===== src/logic/ual_pkg.sv =====
// ual_pkg: opcodes, run states and constants for the unary alu block
// assumes: shared by the single design file, no other dependencies
`default_nettype none
package ual_pkg;
   // operation codes presented by the sequencer
   typedef enum logic [2:0] {
      UAL_OP_NONE = 3'b000,
      UAL_OP_INV_W = 3'b001,
      UAL_OP_BCD = 3'b010,
      UAL_OP_DEC_M = 3'b011,
      UAL_OP_DEC_W = 3'b100,
      UAL_OP_INC_M = 3'b101,
      UAL_OP_INC_W = 3'b110,
      UAL_OP_SLEEP = 3'b111
   } ual_op_t;

   // run state of the core as seen by this block
   typedef enum logic [0:0] {
      UAL_ST_RUN = 1'b0,
      UAL_ST_SLEEP = 1'b1
   } ual_state_t;

   localparam int UAL_DW = 8;
   localparam logic [7:0] UAL_ZERO = 8'h00;
   localparam logic [7:0] UAL_ONE = 8'h01;
   localparam logic [3:0] UAL_NIB_MAX = 4'h9;
   localparam logic [7:0] UAL_FIX_LO = 8'h06;
   localparam logic [7:0] UAL_FIX_HI = 8'h60;
   localparam logic [7:0] UAL_WREG_RST = 8'h00;
   localparam logic UAL_FLAG_RST = 1'b0;
endpackage
`default_nettype wire


===== src/logic/ual_unary_alu.sv =====
// ual_unary_alu: single-operand instruction execution (invert, bcd fix, inc, dec, sleep)
// assumes: sequencer gives one-cycle opValid with memory byte already read;
//          memory write port and watchdog live outside this block
`timescale 1ns/1ns
`default_nettype none
module ual_unary_alu (
   input wire logic core_clk,
   input wire logic rst_b,
   input wire logic clkEn,
   input wire logic opValid,
   input wire ual_pkg::ual_op_t opCode,
   input wire logic [7:0] memRdData,
   input wire logic wakeEvent,
   input wire logic dogExpiry,
   input wire logic halfOverflowIn,
   output logic [7:0] workReg,
   output logic [7:0] memWrData,
   output logic memWrEn,
   output logic resultNilFlag,
   output logic fullOverflowFlag,
   output logic sleepEnteredFlag,
   output logic dogExpiryFlag,
   output logic dogClear,
   output logic sysClkGate,
   output logic execHalt
);
   import ual_pkg::*;

   ////////////////////////////////////////////////////////////////////////
   // state
   logic [7:0] workReg_q, memWrData_q;
   logic memWrEn_q, nil_q, fullOv_q, sleepF_q, dogF_q, dogClr_q;
   ual_state_t state_q, state_d;
   logic wake2_q, dog2_q; // settled outputs of the two pin synchronisers

   ////////////////////////////////////////////////////////////////////////
   // operand arithmetic, 8-bit apart from the 9-bit bcd sum, so wrap falls out naturally
   wire logic take = opValid && clkEn && (state_q == UAL_ST_RUN);
   wire logic [7:0] incVal = memRdData + UAL_ONE;
   wire logic [7:0] decVal = memRdData - UAL_ONE;
   wire logic [7:0] invVal = ~memRdData;
   wire logic fixLo = (workReg_q[3:0] > UAL_NIB_MAX) || halfOverflowIn;
   wire logic fixHi = (workReg_q[7:4] > UAL_NIB_MAX) || fullOv_q;
   wire logic [7:0] fixAdd = (fixLo ? UAL_FIX_LO : UAL_ZERO) | (fixHi ? UAL_FIX_HI : UAL_ZERO);
   // ninth bit carries the decimal overflow for chained adds
   wire logic [8:0] bcdSum = {1'b0, workReg_q} + {1'b0, fixAdd};
   wire logic bcdCarry = bcdSum[8] | fixHi;

   // result mux, named per destination
   wire logic toWork = (opCode == UAL_OP_INV_W) || (opCode == UAL_OP_DEC_W)
                       || (opCode == UAL_OP_INC_W);
   wire logic toMem = (opCode == UAL_OP_BCD) || (opCode == UAL_OP_DEC_M)
                      || (opCode == UAL_OP_INC_M);
   wire logic nilOp = toWork || (opCode == UAL_OP_DEC_M) || (opCode == UAL_OP_INC_M);
   wire logic [7:0] resVal =
      (opCode == UAL_OP_INV_W) ? invVal :
      (opCode == UAL_OP_BCD) ? bcdSum[7:0] :
      ((opCode == UAL_OP_DEC_M) || (opCode == UAL_OP_DEC_W)) ? decVal :
      incVal;
   wire logic goSleep = take && (opCode == UAL_OP_SLEEP);

   ////////////////////////////////////////////////////////////////////////
   // sleep state machine: only the synchronised wake pin ends sleep, dog expiry does not
   always_comb begin
      case (state_q)
         UAL_ST_RUN: state_d = goSleep ? UAL_ST_SLEEP : UAL_ST_RUN;
         UAL_ST_SLEEP: state_d = wake2_q ? UAL_ST_RUN : UAL_ST_SLEEP;
         default: state_d = UAL_ST_RUN;
      endcase
   end

   // pin synchronisers; they freeze with clkEn like every other flop, so a wake
   // pin raised while the enable is low is seen only once the enable returns
   ual_sync2 #(.WIDTH(1)) wakeSync (
      .core_clk(core_clk),
      .rst_b(rst_b),
      .clkEn(clkEn),
      .pinIn(wakeEvent),
      .syncOut(wake2_q)
   );
   ual_sync2 #(.WIDTH(1)) dogSync (
      .core_clk(core_clk),
      .rst_b(rst_b),
      .clkEn(clkEn),
      .pinIn(dogExpiry),
      .syncOut(dog2_q)
   );

   // datapath registers; memory and work only change on a taken op
   always_ff @(posedge core_clk or negedge rst_b) begin
      if (!rst_b) begin
         workReg_q <= UAL_WREG_RST;
         memWrData_q <= UAL_ZERO;
         memWrEn_q <= 1'b0;
         nil_q <= UAL_FLAG_RST;
         fullOv_q <= UAL_FLAG_RST;
         state_q <= UAL_ST_RUN;
      end else if (clkEn) begin
         state_q <= state_d;
         memWrEn_q <= take && toMem;
         if (take && toMem)
            memWrData_q <= resVal;
         if (take && toWork)
            workReg_q <= resVal;
         if (take && nilOp)
            nil_q <= (resVal == UAL_ZERO);
         if (take && (opCode == UAL_OP_BCD))
            fullOv_q <= bcdCarry;
      end
   end

   // power/watchdog flags; expiry set beats the sleep clear in the same cycle
   always_ff @(posedge core_clk or negedge rst_b) begin
      if (!rst_b) begin
         sleepF_q <= UAL_FLAG_RST;
         dogF_q <= UAL_FLAG_RST;
         dogClr_q <= 1'b0;
      end else if (clkEn) begin
         dogClr_q <= goSleep;
         if (goSleep)
            sleepF_q <= 1'b1;
         if (dog2_q)
            dogF_q <= 1'b1;
         else if (goSleep)
            dogF_q <= 1'b0;
      end
   end

   ////////////////////////////////////////////////////////////////////////
   // outputs
   assign workReg = workReg_q;
   assign memWrData = memWrData_q;
   assign memWrEn = memWrEn_q;
   assign resultNilFlag = nil_q;
   assign fullOverflowFlag = fullOv_q;
   assign sleepEnteredFlag = sleepF_q;
   assign dogExpiryFlag = dogF_q;
   assign dogClear = dogClr_q;
   assign sysClkGate = (state_q == UAL_ST_SLEEP);
   assign execHalt = (state_q == UAL_ST_SLEEP);
endmodule

////////////////////////////////////////////////////////////////////////
// ual_sync2: two-flop synchroniser for a level pin, frozen with the clock enable
// only the second flop is visible, so nothing can read a half-settled value
module ual_sync2 #(
   parameter int WIDTH = 1
) (
   input wire logic core_clk,
   input wire logic rst_b,
   input wire logic clkEn,
   input wire logic [WIDTH-1:0] pinIn,
   output logic [WIDTH-1:0] syncOut
);
   logic [WIDTH-1:0] meta_q;
   logic [WIDTH-1:0] sync_q;

   // one enable for every flop of the block keeps a frozen core coherent
   always_ff @(posedge core_clk or negedge rst_b) begin
      if (!rst_b) begin
         meta_q <= '0;
         sync_q <= '0;
      end else if (clkEn) begin
         meta_q <= pinIn;
         sync_q <= meta_q;
      end
   end

   assign syncOut = sync_q;
endmodule
`default_nettype wire

===== config.mk =====
export PLATFORM = sky130hd
export DESIGN_NAME = ual_unary_alu
export DESIGN_NICKNAME = d
export VERILOG_FILES = /design/src/logic/ual_pkg.sv /design/src/logic/ual_unary_alu.sv
export SDC_FILE = /design/constraint.sdc
export NUM_CORES = 1
export LEC_CHECK = 0
export BUFFER_PORTS_ARGS = -buffer_cell sky130_fd_sc_hd__buf_2
export CORE_MARGIN = 2
export CORE_UTILIZATION = 40
export CTS_BUF_LIST = sky130_fd_sc_hd__clkbuf_8
export DETAILED_ROUTE_END_ITERATION = 7
export GPL_TIMING_DRIVEN = 0
export PLACE_DENSITY = 0.68
export SETUP_SLACK_MARGIN = 0.15
export SYNTH_ARGS = -nofsm -noshare
export SYNTH_HDL_FRONTEND = slang
export SYNTH_SLANG_ARGS = --single-unit

===== constraint.sdc =====
create_clock -name core_clk -period 4.9 [get_ports core_clk]
set_input_delay 0.98 -clock core_clk [delete_from_list [all_inputs] [get_ports core_clk]]
set_output_delay 0.98 -clock core_clk [all_outputs]
set_load 0.01 [all_outputs]

=== After elaboration in Yosys (flattened, before gate mapping) ===
Cells that the tools add are included.

* $add $sub $neg: 3
* Muxes and demuxes: 10
* Eq/ne operators: 7
* Reductions and logical operators: 24
* Bitwise operators: 4
* Order comparisons: 2

{| class="wikitable"
|+ Operators by type and width
! cell !! count
|-
| $mux W8 || 3
|-
| $eq A3 B3 Y1 const B || 4
|-
| $reduce_and A2 Y1 || 6
|-
| $add A8 B7 Y9 || 1
|-
| $logic_or A1 B1 Y1 || 9
|-
| $add A8 B1 Y8 const B || 1
|-
| $gt A4 B4 Y1 const B || 2
|-
| $logic_not A8 Y1 || 1
|-
| $not A8 Y8 || 1
|-
| $sub A8 B1 Y8 const B || 1
|-
| $logic_and A1 B1 Y1 || 7
|-
| $mux W7 || 1
|-
| $or A3 B7 Y7 || 1
|-
| $eq A3 B2 Y1 const B || 2
|-
| $mux W1 || 4
|-
| $eq A3 B1 Y1 const B || 1
|-
| $mux W3 || 1
|-
| $pmux W1 S2 || 1
|-
| $reduce_bool A2 Y1 || 1
|-
| $not A1 Y1 || 1
|-
| $or A1 B1 Y1 || 1
|}

* Register bits after elaboration: 27
* Word-level logic and storage cells: 63
* Output and inout bits: 24
* Input port bits: 18

=== Logic depth before layout (Yosys ltp) ===
* Word-level depth: 8
* Mapped depth: 13

=== Cells and area by module ===
From an unflattened synthesis, not the netlist that was laid out.

* Cell total of the unflattened synthesis: 194
* Area total of the unflattened synthesis: 1848.0 um^2

{| class="wikitable"
|+ By module, submodules not included
! module !! instances !! area an instance (um^2) !! seq. area each (um^2) !! cells an instance
|-
| ual_unary_alu || 1 || 1702.9 || 575.6 || 186
|-
| ual_sync2 || 2 || 72.6 || 50.0 || 4
|}

=== Worst setup path before layout ===
No wires, ideal clock.

* Kind: input-to-reg
* Start point: input port opCode[2]
* End point: register memWrData_q[7], in the netlist memWrData[7]
* Setup time: 0.125 ns
* Data arrival time: 3.478 ns
* Buffers on the path: 3
* Setup slack: 1.298 ns
* Stages on the path: 13
* Required time: 4.775 ns
* Path through: clkbuf_8 clkbuf_8 nand2_1 o21ai_0 ha_1 o21ai_0 o21ai_1 a31o_1 buf_6 mux2i_1 a22oi_1 o211ai_1 mux2_2

* Word-level cells in the longest chain between the ends: 5

{| class="wikitable"
|+ Ends and longest elaborated chain
! what !! RTL line !! source
|-
| from (decl) || ual_unary_alu.sv:11 || <nowiki>input wire ual_pkg::ual_op_t opCode,</nowiki>
|-
| $eq A3 B2 Y1, or another cell as far along || ual_unary_alu.sv:52, ual_unary_alu.sv:58 ||
|-
| $logic_or A1 B1 Y1 (on tied branches) || ual_unary_alu.sv:58, ual_unary_alu.sv:52 ||
|-
| $mux W8 or $logic_or A1 B1 Y1 (tied branches) || ual_unary_alu.sv:58, ual_unary_alu.sv:53 ||
|-
| $mux W8 or $logic_and A1 B1 Y1 (tied branches) || ual_unary_alu.sv:57, ual_unary_alu.sv:101 ||
|-
| $mux W8 or $reduce_and A2 Y1 (tied branches) || - ||
|-
| to (signal assigned) || ual_unary_alu.sv:102 || <nowiki>memWrData_q <= resVal;</nowiki>
|-
| to (decl) || ual_unary_alu.sv:31 || <nowiki>logic [7:0] workReg_q, memWrData_q;</nowiki>
|}

Several ways; a longest one is shown, not always the timed one.
A chain may end at the register's enable or synchronous reset.

=== Final worst setup path ===
Same ends and word-level chain as after synthesis.

==> metrics.txt <==
outcome finished clean; Nets 291; Remaining DRCs 0; num ports 42; drt first pass iters 4; Hold Path Class register to register; largest net degree at the start of global routing 28; layout cell share with drive strength beyond 1 25.0%; I/O Buffers 40; pre-CTS WS 0.762 ns; Synth Flop Type dfrtp_1; Die Ht 73.2 um; CP delay by family, top compound AO/OA/AOI/OAI gates; CTS tree done; Rel. slew slack 35.0%; Cell Pwr Density 357 mW/mm2; Slew @ Worst Pin 0.966 ns; number of global-route vias before repair 1507; TritonCTS Buffers 3; Die Wd 73.2 um; vias 1708; Initial Util 41.2%; Post-CTS Setup Bufs 0; post-DP HPWL 3550 um; Routed WL 4500 um; global-route wire length before repair 7180 um; post-route cell area 0.00223 mm2; # diodes 0; Iteration-0 DRC Markers 120; Yosys reg bits 27; gpl congestion 0.848; Area after DPL 0.00219 mm2; Layout Skew 0.0101 ns; Async S/R FF share, synth 100%; Synth cell types 51; most frequent cells in the layout 40 x buf_2, 34 x nand2_1, 27 x dfrtp_1, 24 x o21ai_0, 16 x nor2_1; total grt overflow 0; instance count of the mapped netlist 216; later-pin clock latency in the skew report 0.28 ns; post-cts resize count 0; Final Max Slew Viols 0; GRT Total Usage 17.3%; critical-path cell list buf_2 -> clkbuf_8 -> clkbuf_8 -> nand2_1 -> o21ai_0 -> ha_1 -> o21ai_0 -> o21ai_1 -> a31o_1 -> buf_6 -> mux2i_1 -> a22oi_1 -> o211ai_1 -> mux2_2; Post-Syn Area 0.00192 mm2; clock-pin slew on the worst setup and hold paths 0.10 ns; Fin Setup TNS 0 ns; Site Rows 25; Wirelength per Cell 14.3 um; crit path time final 3.86 ns; Final setup viols 0; number of max-cap violations 0; CTS H-tree depth 1; worst vdd ir 0.189 mV; CTS hold repair buffers 0; most common cell after layout, fill and taps aside buf_2; worst setup margin 1.04 ns; initial antenna violation count 0; # clock sinks 27; LEAKAGE 1.10 nW; maximum buffer depth of the clock tree 2; WS Path Type input pin to register; remaining antenna violation count 0; Clock Tree Root clkbuf_8; Fmax 259 MHz; EDFF count, synth 0; core area 0.00466 mm2; slowest stage delay, CP 0.75 ns; Seq/Total Area, Yosys 35.2%; Total Power 798 uW; layout overhead on the synthesized area 16.5%; RSZ-0062 raised after global routing false; Synth Net Count 246; worst-path maximum fanout 10; crit end category register; CP arrival 4.03 ns; Worst path slowest cell o21ai_0; Synth area leader dfrtp_1; fin crit share 78.7%; mean post-synth cell area 8.88 um2; die area 0.00536 mm2; share of the synthesized area in the top cell type 35.2%; Buf/Inv on CP 4; Critical Path RT 5.08 ns; top post-synthesis cells by area dfrtp_1 35%, nand2_1 6.7%, ha_1 6.5%; routed vias/inst 5.44; final hold violations 0; Yosys warnings 0; startpoint types input pin
==> through the flow <==
step	util, %	hold WS, ns	std cells
2_1_floorplan	-	0.475	216
3_3_place_gp	46.9	0.445	310
3_5_place_dp	46.9	0.450	310
4_1_cts	47.9	0.474	314
5_1_grt	47.9	0.512	314
6_report	47.9	0.470	314
==> layout make-up <==
cell class | instances | area, um2
Buffer | 10 | 92.6
Clock buffer | 3 | 41.3
Clock inverter | 1 | 7.51
Fill cell | 474 | 2430
Inverter | 12 | 45.0
Multi-Input combinational cell | 167 | 1100
Sequential cell | 27 | 676
Tap cell | 54 | 67.6
Timing Repair Buffer | 40 | 200
==> worst paths after layout <==
| check | endpoint | slack (ns) | cells past startpoint | from |
|---|---|---|---|---|
| max | memWrData[7] | 1.04 | 14 | opCode[2] |
| min | sleepEnteredFlag | 0.47 | 1 | sleepEnteredFlag |
| max reg2reg | workReg[7] | 2.05 | 12 | workReg[3] |
| min reg2reg | sleepEnteredFlag | 0.47 | 1 | sleepEnteredFlag |
| max in group asynchronous | memWrData[4] | 3.81 | 1 | rst_b |
| min in group asynchronous | sleepEnteredFlag | 0.69 | 1 | rst_b |
==> cell usage after synthesis, types with 2 or more instances <==
cell	count
nand2_1	34
dfrtp_1	27
o21ai_0	24
nor2_1	16
inv_1	12
ha_1	10
a21oi_1	9
nor3_1	7
xnor2_1	6
mux2_2	5
clkbuf_8	4
mux2i_1	4
o21ai_1	4
clkbuf_1	3
nand2b_1	3
nand3_1	3
o211ai_1	3
a211oi_1	2
a211oi_2	2
a21o_1	2
a22oi_1	2
a41o_1	2
buf_4	2
fa_1	2
o32ai_1	2
==> registers in the layout, summed over array words and instances, names as in the netlist <==
signal and cells:
dogSync.meta_q 1, resultNilFlag 1, memWrData 8, execHalt 1, dogSync.syncOut 1, wakeSync.meta_q 1, dogClear 1, memWrEn 1
wakeSync.syncOut 1, dogExpiryFlag 1, workReg 8, fullOverflowFlag 1, sleepEnteredFlag 1
==> kinds of logic (layout without fill, tap and decap cells) <==
group / Yosys count / after routing / synth area share (%)
muxes: 10 / 10 / 6.20
and+or+nand+nor: 75 / 75 / 18.3
adders and majority gates: 12 / 12 / 8.61
buffers and inverters: 22 / 66 / 7.17
AOI/OAI and AO/OA: 63 / 63 / 21.3
xor gates and xnor gates: 7 / 7 / 3.20
DFF: 27 / 27 / 35.2
==> power breakdown <==
group          internal (mW)  switching (mW)  leakage (nW)  total, mW
clock network         0.0578          0.0707        0.0217      0.129
logic                  0.153           0.195         0.738      0.348
registers              0.274          0.0471         0.336      0.321
total                  0.485           0.313          1.10      0.798
==> layer usage <==
layer / track usage, % / wire length [um] / vias to the layer above
li1: - / - / 859
met1: 24.8 / 2180 / 796
met2: 27.4 / 2090 / 49
met3: 2.62 / 187 / 4
met4: 4.32 / 46 / 0
met5: 0 / 0 / -
==> worst register-to-register path, cell delays in order, from the launching register on <==
cell,delay (ns)
dfrtp_1,0.51
o21ai_0,0.14
nand2b_1,0.14
ha_1,0.18
inv_1,0.05
fa_1,0.42
and4b_1,0.31
o21a_1,0.12
nor2_1,0.04
xnor2_1,0.14
a2bb2o_1,0.30
a211oi_2,0.25
o21ai_0,0.13
(Power assumes the default switching activity.)
